File: config.mk
export PLATFORM = sky130hd
export DESIGN_NAME = ubm_top
export DESIGN_NICKNAME = d
export VERILOG_FILES = /design/src/rtl/ubm_pkg.sv /design/src/rtl/ubm_top.sv
export SDC_FILE = /design/constraint.sdc
export NUM_CORES = 1
export LEC_CHECK = 0
export BUFFER_PORTS_ARGS = -buffer_cell sky130_fd_sc_hd__buf_2
export CAP_MARGIN = 20
export CORE_ASPECT_RATIO = 0.6
export CORE_UTILIZATION = 30
export CTS_CLUSTER_SIZE = 10
export DETAILED_ROUTE_END_ITERATION = 6
export PLACE_DENSITY = 0.63
export RECOVER_POWER = 100
export SYNTH_ARGS = -nofsm -noshare
export SYNTH_HDL_FRONTEND = slang
export SYNTH_SLANG_ARGS = --single-unit
File: constraint.sdc
create_clock -name pclk -period 3.05 [get_ports pclk]
set_clock_uncertainty 0.1 [all_clocks]
set_input_delay 0.7625 -clock pclk [delete_from_list [all_inputs] [get_ports pclk]]
set_output_delay 0.7625 -clock pclk [all_outputs]
set_load 0.005 [all_outputs]
File: src/rtl/ubm_pkg.sv
// Package with register map, field layout and types of the endpoint-2 buffer manager.
package ubm_pkg;

   // ---------------------------------------------------------------
   // Register indices; the byte address is four times the index.
   // ---------------------------------------------------------------
   localparam logic [7:0] IDX_COP_CTRL  = 8'h1c;
   localparam logic [7:0] IDX_COP_FLAGS = 8'h1d;
   localparam logic [7:0] IDX_COP_PTR   = 8'h1f;
   localparam logic [7:0] IDX_BUF_CSR   = 8'h20;
   localparam logic [7:0] IDX_EP2_CTRL  = 8'h21;

   // ---------------------------------------------------------------
   // Field positions.
   // ---------------------------------------------------------------
   localparam int CTRL_RUN    = 0;
   localparam int CTRL_INIT   = 1;
   localparam int CTRL_LOAD   = 2;
   localparam int CTRL_HALTEN = 3;
   localparam int CTRL_ERROR_IRQ_ENABLE  = 4;
   localparam int FLG_HALT    = 0;
   localparam int FLG_ERR     = 1;
   localparam int BUF_CLR     = 0;
   localparam int BUF_STAT_LO = 1;
   localparam int BUF_NUM     = 3;
   localparam int EP2_MODE_LO = 0;
   localparam int EP2_RX_VAL  = 2;
   localparam int EP2_TX_VAL  = 3;

   // ---------------------------------------------------------------
   // Reset values and sizes.
   // ---------------------------------------------------------------
   localparam logic [7:0] RST_COP_CTRL = 8'h00;
   localparam logic [7:0] RST_COP_PTR  = 8'h00;
   localparam logic [1:0] RST_FLAGS    = 2'h0;
   localparam int EP01_BUF_BYTES = 16;
   localparam int EP2_PKT_BYTES  = 64;
   localparam int BLOCK_BYTES    = 512;
   localparam logic [2:0] LAST_PKT = 3'(BLOCK_BYTES / EP2_PKT_BYTES - 1);

   // ---------------------------------------------------------------
   // Types.
   // ---------------------------------------------------------------
   typedef enum logic [1:0] {
      MODE_NORMAL   = 2'h0,
      MODE_UPLOAD   = 2'h1,
      MODE_DOWNLOAD = 2'h2
   } ubm_mode_t;

   typedef enum logic [1:0] {
      HS_ACK     = 2'h0,
      HS_NAK     = 2'h1,
      HS_INVALID = 2'h2
   } ubm_hs_t;

   typedef enum logic [2:0] {
      BM_NORMAL = 3'h1,
      BM_ACTIVE = 3'h2,
      BM_WAIT   = 3'h4
   } ubm_bm_state_t;

   typedef struct packed {
      logic done;
      logic dir_in;
      logic short_pkt;
      logic ep_valid;
   } ubm_usb_evt_t;

   typedef struct packed {
      logic release_blk;
      logic blk_idx;
   } ubm_cop_rel_t;

endpackage

File: src/rtl/ubm_top.sv
// Endpoint-2 double buffer manager with the transfer coprocessor control registers.
//
// The APB slave port was decided locally.
`timescale 1ns/1ps
`default_nettype none

module ubm_top (
   input  wire logic                  pclk,
   input  wire logic                  presetn,
   input  wire logic                  psel,
   input  wire logic                  penable,
   input  wire logic                  pwrite,
   input  wire logic [9:0]            paddr,
   input  wire logic [31:0]           pwdata,
   output logic      [31:0]           prdata,
   output logic                       pready,
   output logic                       pslverr,
   input  wire logic                  cop_error_evt,
   input  wire logic                  cop_stop_evt,
   input  wire ubm_pkg::ubm_cop_rel_t cop_rel,
   output logic                       cop_run,
   output logic                       cop_ram_wr_en,
   output logic                       cop_entry_load,
   output logic      [7:0]            cop_entry_address,
   output logic                       cop_irq,
   input  wire ubm_pkg::ubm_usb_evt_t usb_evt,
   output ubm_pkg::ubm_hs_t           ep2_rx_hs,
   output ubm_pkg::ubm_hs_t           ep2_tx_hs,
   output logic      [9:0]            ep2_buf_addr,
   output logic                       usb_xact_irq,
   input  wire logic                  halt_mode,
   input  wire logic                  usb_suspended,
   input  wire logic                  usb_bus_activity,
   output logic                       suspend_end_event,
   input  wire logic [2:0]            buf_req,
   output logic      [2:0]            buf_grant
);

   // ---------------------------------------------------------------
   // APB slave: one wait state, registered answer.
   // ---------------------------------------------------------------
   logic       pready_r;
   logic       pslverr_r;
   logic [31:0] prdata_r;
   logic       apb_done;
   logic       apb_hit;
   logic [7:0] idx;
   logic [7:0] rd_val;
   logic       wr_ctrl;
   logic       wr_ptr;
   logic       wr_buf;
   logic       wr_ep2;
   logic       rd_flags;

   logic [7:0]              ctrl_r;
   logic [7:0]              ptr_r;
   logic [1:0]              flags_r;
   logic                    cur_r;
   logic [1:0]              statb_r;
   logic [2:0]              pkt_r;
   ubm_pkg::ubm_bm_state_t  bm_r;
   ubm_pkg::ubm_mode_t      mode_r;
   logic [1:0]              val_r;
   ubm_pkg::ubm_hs_t        rx_hs_r;
   ubm_pkg::ubm_hs_t        tx_hs_r;
   logic                    xirq_r;
   logic                    cirq_r;
   logic                    entry_ld_r;
   logic [7:0]              entry_r;
   logic [2:0]              act_r;
   logic                    wake_r;
   logic [2:0]              grant_r;

   assign idx      = paddr[9:2];
   assign apb_done = psel && penable && pready_r;
   assign apb_hit  = idx inside {ubm_pkg::IDX_COP_CTRL, ubm_pkg::IDX_COP_FLAGS,
                                 ubm_pkg::IDX_COP_PTR, ubm_pkg::IDX_BUF_CSR,
                                 ubm_pkg::IDX_EP2_CTRL};
   assign wr_ctrl  = apb_done && pwrite && idx == ubm_pkg::IDX_COP_CTRL;
   assign wr_ptr   = apb_done && pwrite && idx == ubm_pkg::IDX_COP_PTR;
   assign wr_buf   = apb_done && pwrite && idx == ubm_pkg::IDX_BUF_CSR;
   assign wr_ep2   = apb_done && pwrite && idx == ubm_pkg::IDX_EP2_CTRL;
   assign rd_flags = apb_done && !pwrite && idx == ubm_pkg::IDX_COP_FLAGS;

   // Read mux; the entry pointer is write-only and the clear bit reads zero.
   always_comb
   begin
      unique case (idx)
         ubm_pkg::IDX_COP_CTRL:  rd_val = ctrl_r;
         ubm_pkg::IDX_COP_FLAGS: rd_val = {6'h00, flags_r};
         ubm_pkg::IDX_BUF_CSR:   rd_val = {4'h0, cur_r, statb_r, 1'b0};
         ubm_pkg::IDX_EP2_CTRL:  rd_val = {4'h0, val_r, mode_r};
         default:                rd_val = 8'h00;
      endcase
   end

   // Answer is prepared in the first access cycle and completes in the next.
   always_ff @(posedge pclk or negedge presetn)
   begin
      if (!presetn)
      begin
         pready_r  <= 1'b0;
         pslverr_r <= 1'b0;
         prdata_r  <= 32'h0000_0000;
      end
      else
      begin
         pready_r  <= psel && penable && !pready_r;
         pslverr_r <= psel && penable && !pready_r && !apb_hit;
         prdata_r  <= (psel && penable && !pready_r) ? {24'h00_0000, rd_val} : 32'h0000_0000;
      end
   end

   // ---------------------------------------------------------------
   // Coprocessor control, pointer and event flags.
   // ---------------------------------------------------------------
   // Run and load lock each other out; a write that asks for both while stopped
   // takes the load and keeps run low, because starting a half-loaded program is
   // never wanted. While running, the load request is dropped and run takes the written run bit.
   always_ff @(posedge pclk or negedge presetn)
   begin
      if (!presetn)
         ctrl_r <= ubm_pkg::RST_COP_CTRL;
      else
      begin
         if (wr_ctrl)
         begin
            ctrl_r[7:5]                  <= 3'h0;
            ctrl_r[ubm_pkg::CTRL_ERROR_IRQ_ENABLE]  <= pwdata[ubm_pkg::CTRL_ERROR_IRQ_ENABLE];
            ctrl_r[ubm_pkg::CTRL_HALTEN] <= pwdata[ubm_pkg::CTRL_HALTEN];
            ctrl_r[ubm_pkg::CTRL_INIT]   <= pwdata[ubm_pkg::CTRL_INIT];
            ctrl_r[ubm_pkg::CTRL_LOAD]   <= pwdata[ubm_pkg::CTRL_LOAD]
                                            & (~ctrl_r[ubm_pkg::CTRL_RUN]
                                               | ctrl_r[ubm_pkg::CTRL_LOAD]);
         end
         if (cop_stop_evt)
            ctrl_r[ubm_pkg::CTRL_RUN] <= 1'b0;
         else if (wr_ctrl)
            ctrl_r[ubm_pkg::CTRL_RUN] <= pwdata[ubm_pkg::CTRL_RUN]
                                         & ~ctrl_r[ubm_pkg::CTRL_LOAD]
                                         & ~(pwdata[ubm_pkg::CTRL_LOAD]
                                             & ~ctrl_r[ubm_pkg::CTRL_RUN]);
      end
   end

   // Entry pointer is only ever written by software.
   always_ff @(posedge pclk or negedge presetn)
   begin
      if (!presetn)
         ptr_r <= ubm_pkg::RST_COP_PTR;
      else if (wr_ptr)
         ptr_r <= pwdata[7:0];
   end

   // Flags: a hardware event in the cycle of the clearing read still lands.
   always_ff @(posedge pclk or negedge presetn)
   begin
      if (!presetn)
         flags_r <= ubm_pkg::RST_FLAGS;
      else
      begin
         flags_r[ubm_pkg::FLG_ERR]  <= (flags_r[ubm_pkg::FLG_ERR] & ~rd_flags)
                                       | (cop_error_evt & ctrl_r[ubm_pkg::CTRL_RUN]);
         flags_r[ubm_pkg::FLG_HALT] <= (flags_r[ubm_pkg::FLG_HALT] & ~rd_flags)
                                       | cop_stop_evt;
      end
   end

   // Coprocessor-facing outputs; the pointer is copied on every cycle init is high.
   always_ff @(posedge pclk or negedge presetn)
   begin
      if (!presetn)
      begin
         cirq_r     <= 1'b0;
         entry_ld_r <= 1'b0;
         entry_r    <= ubm_pkg::RST_COP_PTR;
      end
      else
      begin
         cirq_r     <= (flags_r[ubm_pkg::FLG_ERR] & ctrl_r[ubm_pkg::CTRL_ERROR_IRQ_ENABLE])
                     | (flags_r[ubm_pkg::FLG_HALT] & ctrl_r[ubm_pkg::CTRL_HALTEN]);
         entry_ld_r <= ctrl_r[ubm_pkg::CTRL_INIT];
         if (ctrl_r[ubm_pkg::CTRL_INIT])
            entry_r <= ptr_r;
      end
   end

   // ---------------------------------------------------------------
   // Endpoint-2 buffer manager.
   // ---------------------------------------------------------------
   // A block is usable by USB when full in upload mode or empty in download mode.
   function automatic logic blk_ready(input ubm_pkg::ubm_mode_t m, input logic st);
      blk_ready = (m == ubm_pkg::MODE_UPLOAD) ? st : ~st;
   endfunction

   logic usb_live;
   logic stream_dir;
   logic stream_xact;
   logic blk_end;
   logic [1:0] st_set;
   logic [1:0] st_clr;

   // Halt mode freezes the USB side: no transaction is taken.
   assign usb_live    = usb_evt.done && usb_evt.ep_valid && !halt_mode;
   assign stream_dir  = (mode_r == ubm_pkg::MODE_UPLOAD) == usb_evt.dir_in;
   assign stream_xact = usb_live && stream_dir && bm_r == ubm_pkg::BM_ACTIVE
                        && blk_ready(mode_r, statb_r[cur_r]);
   assign blk_end     = stream_xact && !usb_evt.short_pkt && pkt_r == ubm_pkg::LAST_PKT;

   // Status bits: releases set in upload and clear in download; block ends do the opposite; the clear bit resets both.
   always_comb
   begin
      st_set = 2'h0;
      st_clr = wr_buf && pwdata[ubm_pkg::BUF_CLR] ? 2'h3 : 2'h0;
      if (cop_rel.release_blk)
      begin
         if (mode_r == ubm_pkg::MODE_UPLOAD)
            st_set[cop_rel.blk_idx] = 1'b1;
         else
            st_clr[cop_rel.blk_idx] = 1'b1;
      end
      if (blk_end)
      begin
         if (mode_r == ubm_pkg::MODE_UPLOAD)
            st_clr[cur_r] = 1'b1;
         else
            st_set[cur_r] = 1'b1;
      end
   end

   always_ff @(posedge pclk or negedge presetn)
   begin
      if (!presetn)
         statb_r <= 2'h0;
      else
         statb_r <= (statb_r & ~st_clr) | st_set;
   end

   // Block index, packet counter and manager state.
   always_ff @(posedge pclk or negedge presetn)
   begin
      if (!presetn)
      begin
         cur_r <= 1'b0;
         pkt_r <= 3'h0;
         bm_r  <= ubm_pkg::BM_NORMAL;
      end
      else if (wr_buf && pwdata[ubm_pkg::BUF_CLR])
      begin
         cur_r <= 1'b0;
         pkt_r <= 3'h0;
         bm_r  <= (mode_r == ubm_pkg::MODE_NORMAL) ? ubm_pkg::BM_NORMAL : ubm_pkg::BM_ACTIVE;
      end
      else
      begin
         unique case (bm_r)
            ubm_pkg::BM_NORMAL:
               if (mode_r != ubm_pkg::MODE_NORMAL)
                  bm_r <= ubm_pkg::BM_ACTIVE;
            ubm_pkg::BM_ACTIVE:
               if (mode_r == ubm_pkg::MODE_NORMAL)
                  bm_r <= ubm_pkg::BM_NORMAL;
               else if (stream_xact && usb_evt.short_pkt)
                  bm_r <= ubm_pkg::BM_NORMAL;
               else if (blk_end)
               begin
                  pkt_r <= 3'h0;
                  cur_r <= ~cur_r;
                  bm_r  <= blk_ready(mode_r, statb_r[~cur_r]) ? ubm_pkg::BM_ACTIVE
                                                              : ubm_pkg::BM_WAIT;
               end
               else if (stream_xact)
                  pkt_r <= pkt_r + 3'h1;
            ubm_pkg::BM_WAIT:
               if (mode_r == ubm_pkg::MODE_NORMAL)
                  bm_r <= ubm_pkg::BM_NORMAL;
               else if (blk_ready(mode_r, statb_r[cur_r]))
                  bm_r <= ubm_pkg::BM_ACTIVE;
         endcase
      end
   end

   // Mode field and normal-mode valid bits; hardware NAKs a direction after each
   // transfer, and its clear overrides a software set in the same cycle.
   always_ff @(posedge pclk or negedge presetn)
   begin
      if (!presetn)
      begin
         mode_r <= ubm_pkg::MODE_NORMAL;
         val_r  <= 2'h0;
      end
      else
      begin
         if (wr_ep2)
         begin
            mode_r <= ubm_pkg::ubm_mode_t'(pwdata[ubm_pkg::EP2_MODE_LO +: 2]);
            val_r  <= pwdata[ubm_pkg::EP2_RX_VAL +: 2];
         end
         if (stream_xact && usb_evt.short_pkt)
            mode_r <= ubm_pkg::MODE_NORMAL;
         if (usb_live && mode_r == ubm_pkg::MODE_NORMAL)
            val_r[usb_evt.dir_in] <= 1'b0;
      end
   end

   // Handshakes seen by the protocol engine for the next token.
   function automatic ubm_pkg::ubm_hs_t stream_hs(input logic dir_in);
      if (mode_r == ubm_pkg::MODE_NORMAL)
         stream_hs = val_r[dir_in] ? ubm_pkg::HS_ACK : ubm_pkg::HS_NAK;
      else if ((mode_r == ubm_pkg::MODE_UPLOAD) != dir_in)
         stream_hs = ubm_pkg::HS_NAK;
      else if (bm_r == ubm_pkg::BM_WAIT)
         stream_hs = ubm_pkg::HS_INVALID;
      else if (bm_r == ubm_pkg::BM_ACTIVE && blk_ready(mode_r, statb_r[cur_r]))
         stream_hs = ubm_pkg::HS_ACK;
      else
         stream_hs = ubm_pkg::HS_NAK;
   endfunction

   always_ff @(posedge pclk or negedge presetn)
   begin
      if (!presetn)
      begin
         rx_hs_r <= ubm_pkg::HS_NAK;
         tx_hs_r <= ubm_pkg::HS_NAK;
         xirq_r  <= 1'b0;
      end
      else
      begin
         rx_hs_r <= stream_hs(1'b0);
         tx_hs_r <= stream_hs(1'b1);
         xirq_r  <= usb_live && mode_r == ubm_pkg::MODE_NORMAL;
      end
   end

   // ---------------------------------------------------------------
   // Suspend wake-up and buffer arbitration.
   // ---------------------------------------------------------------
   // Bus activity is a pin: two flops, then an edge detector on the second.
   always_ff @(posedge pclk or negedge presetn)
   begin
      if (!presetn)
      begin
         act_r  <= 3'h0;
         wake_r <= 1'b0;
      end
      else
      begin
         act_r  <= {act_r[1:0], usb_bus_activity};
         wake_r <= usb_suspended && act_r[1] && !act_r[2];
      end
   end

   // Ownership lasts until the owner drops its request; bit 0 wins ties.
   always_ff @(posedge pclk or negedge presetn)
   begin
      if (!presetn)
         grant_r <= 3'h0;
      else if ((grant_r & buf_req) == 3'h0)
         grant_r <= buf_req & (~buf_req + 3'h1);
   end

   assign prdata            = prdata_r;
   assign pready            = pready_r;
   assign pslverr           = pslverr_r;
   assign cop_run           = ctrl_r[ubm_pkg::CTRL_RUN];
   assign cop_ram_wr_en     = ctrl_r[ubm_pkg::CTRL_LOAD];
   assign cop_entry_load    = entry_ld_r;
   assign cop_entry_address = entry_r;
   assign cop_irq           = cirq_r;
   assign ep2_rx_hs         = rx_hs_r;
   assign ep2_tx_hs         = tx_hs_r;
   assign ep2_buf_addr      = {cur_r, pkt_r, 6'h00};
   assign usb_xact_irq      = xirq_r;
   assign suspend_end_event = wake_r;
   assign buf_grant         = grant_r;
endmodule

`default_nettype wire

# After elaboration in Yosys (flattened, before gate mapping)
# Index checks and enable logic that the tools add are counted.
word_totals:
  regBits: 57
  output_inout_bits: 65
op_classes:
  n_lt_le_gt_ge: 7
  addsub: 2
  n_bitwise: 31
  eq_ne: 16
  n_reduce_logical: 45
  n_mux: 58
op_table:
  columns: ["cell", "count"]
  rows:
  - ["$mux W3", 14]
  - ["$mux W2", 19]
  - ["$logic_and A1 B1 Y1", 27]
  - ["$eq A8 B5 Y1 const B", 3]
  - ["$pmux W5 S4", 1]
  - ["$mux W1", 19]
  - ["$eq A8 B6 Y1 const B", 2]
  - ["$reduce_bool A2 Y1", 5]
  - ["$and A1 B1 Y1", 9]
  - ["$pmux W3 S3", 1]
  - ["$lt A1 B2 Y1 const B", 4]
  - ["$or A2 B2 Y2", 4]
  - ["$reduce_and A4 Y1", 2]
  - ["$not A1 Y1", 7]
  - ["$add A3 B1 Y3 const B", 2]
  - ["$and A3 B3 Y3", 2]
  - ["$eq A3 B3 Y1 const B", 2]
  - ["$logic_not A1 Y1", 6]
  - ["$mux W5", 1]
  - ["$ne A5 B5 Y1 const B", 1]
  - ["$reduce_bool A5 Y1", 1]
  - ["$and A2 B2 Y2", 2]
  - ["$ne A2 B2 Y1 const B", 2]
  - ["$ne A4 B4 Y1 const B", 1]
  - ["other kinds (14)", 22]

# Logic depth before layout (Yosys ltp)
logic_depth:
  word_depth: 15
  depth_mapped: 7
  mapped_depth_nobuf: 7

# Least setup slack after synthesis
# Ideal clock, no wire load.
synth_timing:
  kind: "input port to flip-flop"
  startpoint: "input paddr[5]"
  endpoint: "register bm_r[1]"
  t_arrival_ns: 2.141
  required_ns: 2.868
  cell_stages: 7
  slack_ns: 0.727
  cell_sequence: "nor4b_2 and2_1 buf_2 and4b_1 buf_2 mux2_2 o22ai_1"
synth_between:
  elab_chain_cells: 5
synth_rtl:
  columns: ["element", "line_no", "text"]
  rows:
  - ["from (decl)", "ubm_top.sv:13", "input wire logic [9:0] paddr,"]
  - ["$eq A8 B6 Y1 (*)", "ubm_top.sv:81", "assign wr_buf = apb_done && pwrite && idx == ubm_pkg::IDX_BUF_CSR;"]
  - ["$logic_and A1 B1 Y1 (*)", "ubm_top.sv:81", null]
  - ["$logic_and A1 B1 Y1 (*)", "ubm_top.sv:248", "else if (wr_buf && pwdata[ubm_pkg::BUF_CLR])"]
  - ["$ne A5 B5 Y1 (no source line), or another cell as far along", null, null]
  - ["$reduce_and A3 Y1 (no source line)", null, null]
  - ["to (signal assigned)", "ubm_top.sv:246", "bm_r <= ubm_pkg::BM_NORMAL;"]
  - ["to (signal assigned)", "ubm_top.sv:252", "bm_r <= (mode_r == ubm_pkg::MODE_NORMAL) ? ubm_pkg::BM_NORMAL : ubm_pkg::BM_ACTIVE;"]
  - ["to (signal assigned)", "ubm_top.sv:259", "bm_r <= ubm_pkg::BM_ACTIVE;"]
  - ["to (decl)", "ubm_top.sv:61", "ubm_pkg::ubm_bm_state_t bm_r;"]
# Mark *: on every way between the ends. The rest lies on a longest branch, timed or not.
# A chain may end at the register's enable or synchronous reset.

# Final worst setup path
layout_timing:
  startpoint: "register cur_r"
  endpoint: "register statb_r[0]"
layout_between:
  elab_chain_cells: 11
layout_rtl:
  columns: ["element", "line_no", "text"]
  rows:
  - ["from (decl)", "ubm_top.sv:58", "logic cur_r;"]
  - ["from (signal assigned)", "ubm_top.sv:268", "cur_r <= ~cur_r;"]
  - ["branches (longest 10 deep; another with $lt A1 B2 Y1)", null, null]
  - ["$or A2 B2 Y2 (*)", "ubm_top.sv:236", "statb_r <= (statb_r & ~st_clr) | st_set;"]
  - ["to (signal assigned)", "ubm_top.sv:236", null]
  - ["to (decl)", "ubm_top.sv:59", "logic [1:0] statb_r;"]
# Mark *: on every way between the ends. The select of a mux whose other input is x is not followed.

==> out/metrics.yaml <==
outcome:
  status: "finished, final reports clean"
floorplanning:
  dieArea_sq_mm: 0.0103
  core_area_sq_mm: 0.00939
  initial_utilization_pct: 31.7
  placementRows: 27
  die_h_um: 79.1
  pin_count: 126
  die_w_um: 131
final_layout:
  nets: 403
  final_layout_size_suffix_gt1_share_pct: 25.2
  area_growth_pct: 18.4
  antenna_cells: 0
timing:
  fin_crit_ns: 2.53
  setup_slack_ns: 0.520
  maxSlewHeadroom_pct: 37.2
  rsz0062_at_grt: "false"
  finalCritPeriodShare_pct: 83.0
  hold_viol_final: 0
  fmax_ghz: 0.395
  finalSetupViolations: 0
  max_slew.worst_pin.slew_ns: 0.941
  setup_tns_ns: 0
  final_max_slew_viol_count: 0
drt:
  viasPerCell: 4.56
  num_vias: 2164
  drc: 0
  ant_nets: 0
  wirelength_mm: 6.93
  drt_iter0_markers: 80
  first_pass_iters: 4
  routedWlPerCell_um: 14.6
setup_path:
  arrival_ns: 2.63
  max_stage_delay_ns: 0.53
  worst_ep_required_time_ns: 3.15
  criticalPathCategory: "reg2reg"
  reg2reg_slack_ns: 0.52
  path_max_fanout: 9
  cp-start-kind: "register"
  critPathCaptureType: "register"
  r2r-start: "cur_r"
  worstRegToRegCells: 5
  rr_endpoint: "statb_r[0]"
  crit_chain: "mux2i_1, xnor2_1, nor4_4, a211oi_1, a311o_1"
  critPathSlowestCell: "mux2i_1"
global_routing:
  grt_pass1_wl_mm: 10.9
  antenna_found_initial: 0
  grt_overflow: 0
  grt_max_degree: 43
  grt_pass1_vias: 2072
  grt_use_total_pct: 14.3
synth:
  ys_seq_elements: 57
  yosys-top-cells-count: "dfrtp_1 (54), buf_4 (34), nor2_1 (23)"
  yosysMostFrequentCell: "dfrtp_1"
  netlist_instances: 270
  synthArstFlopShare_pct: 100
  synth-edff-count: 0
  yosysTopAreaCellShare_pct: 45.5
  ys_seq_area_share_pct: 48.1
  yosys.area.top_type: "dfrtp_1"
  syn_area_sq_mm: 0.00297
  yosys_warnings: 0
  avgSynthCellArea_sq_um: 11.0
  ys.flop_type: "dfrtp_1"
  synth.area.top_cells: "dfrtp_1 (45%), buf_4 (8.6%), mux2_2 (8.0%), nor2_1 (2.9%), mux2i_1 (2.7%)"
  synth_cell_type_count: 53
placed_design:
  dp_hpwl_mm: 5.23
  pre_cts_ws_ns: 0.413
  place.port_buffers: 66
  place_congestion: 0.798
min_path:
  worstHoldStart: "act_r[0]"
  min_to: "act_r[1]"
  hp-class: "reg2reg"
  hold_depth: 0
clocking:
  cts_tree: "done"
  cts_max_level: 3
  clockRootBuffer: "clkbuf_16"
  cts.hold.buffers_added: 0
  cts.clk_slew.worst_paths_ns: 0.05
  ctsLongestPathBuffers: 2
  cts_setup_buffers: 0
  cts_made_buffers: 9
  insertion_delay_ns: 0.32
  cts_sinks: 57
  cts_resized: 0
job:
  maxCapViolCount: 0
power:
  power_density_mw_per_mm2: 555
  power_w: 0.00195
  p_leak_nw: 1.65
  peakVddDrop_mv: 0.280
## critical path: cells and delay by family, from the launching register on
family,cells,cell delay (ns)
and+or+nand+nor,1,0.48
xor gates and xnor gates,1,0.32
DFF,1,0.51
AOI/OAI and AO/OA,2,0.46
muxes,1,0.53
## final cells by class
cell class | count | area, sq um
fillers | 1007 | 5870
flip-flops and latches | 57 | 1430
multi-input cells | 198 | 1320
repair buffers | 69 | 309
clock buffers | 11 | 253
well taps | 130 | 163
clock inverters | 5 | 30.0
inverters | 5 | 18.8
## placed cells by master, fill, tap and decap left out, types with 3 or more instances in the layout
| cell type | n |
|---|---|
| nor3b_1 | 4 |
| and2_0 | 3 |
| nor2b_1 | 5 |
| conb_1 | 33 |
| nand3_1 | 9 |
| mux2_2 | 21 |
| xnor2_1 | 4 |
| a22oi_1 | 5 |
| a21oi_1 | 12 |
| clkbuf_1 | 29 |
| nor2_1 | 23 |
| inv_1 | 5 |
| a22o_1 | 4 |
| o21ai_0 | 3 |
| clkbuf_16 | 9 |
| nand2_1 | 14 |
| buf_2 | 40 |
| dfrtp_1 | 54 |
| nand3b_1 | 5 |
| nand2b_1 | 4 |
| nor3_1 | 5 |
| mux2i_1 | 9 |
| dfstp_2 | 3 |
| clkinv_2 | 3 |
## cells by family after synthesis
| kind of cell | Yosys count | share of synthesized area, % |
|---|---|---|
| multiplexers | 30 | 11.4 |
| AND/OR/NAND/NOR | 87 | 17.2 |
| AO/OA/AOI/OAI | 41 | 9.55 |
| buffers and inverters | 47 | 10.8 |
| other | 1 | 0.126 |
| adder cells (fa/ha/maj) | 2 | 0.842 |
| flip-flops | 57 | 48.1 |
| XOR/XNOR | 5 | 1.98 |
## sequential cells by signal (all words and copies together) (netlist names), 3 cells and up
name               cells
ctrl_r                 5
bm_r                   3
cop_entry_address      8
pkt_r                  3
buf_grant              3
prdata                 5
ptr_r                  8
act_r                  3
## report_power, final
part | switching [W] | internal [W]
registers | 0.0000374 | 0.000793
logic | 0.000106 | 0.0000993
clock network | 0.000328 | 0.000587
total | 0.000471 | 0.00148
## worst max path at each step
stage             start          to  depth (start not counted)
6_report          cur_r  statb_r[0]                          5
5_1_grt        paddr[5]     bm_r[1]                          6
4_1_cts        paddr[9]    ptr_r[2]                          6
3_5_place_dp   paddr[9]    ptr_r[2]                          6
3_3_place_gp   paddr[9]    ptr_r[7]                          6
2_1_floorplan  paddr[5]     bm_r[1]                          7
## routing by layer
| layer | track usage [%] | up-vias | wire length, um |
|---|---|---|---|
| met5 | 0 | - | 0 |
| met4 | 3.79 | 0 | 40 |
| met3 | 5.39 | 4 | 478 |
| met2 | 18.9 | 78 | 2750 |
| met1 | 21.2 | 1054 | 3670 |
| li1 | - | 1028 | - |
## through the flow
step | util, % | hold WS (ns) | instances | instance area, sq um
global placement | 35.2 | 0.231 | 459 | 3310
global route | 37.5 | 0.250 | 475 | 3520
finish | 37.5 | 0.244 | 475 | 3520
CTS | 38.2 | 0.247 | 475 | 3590
detailed placement | 35.2 | 0.236 | 459 | 3310
floorplan | - | 0.231 | 302 | 3090
Power figures use the tool's default switching activity.
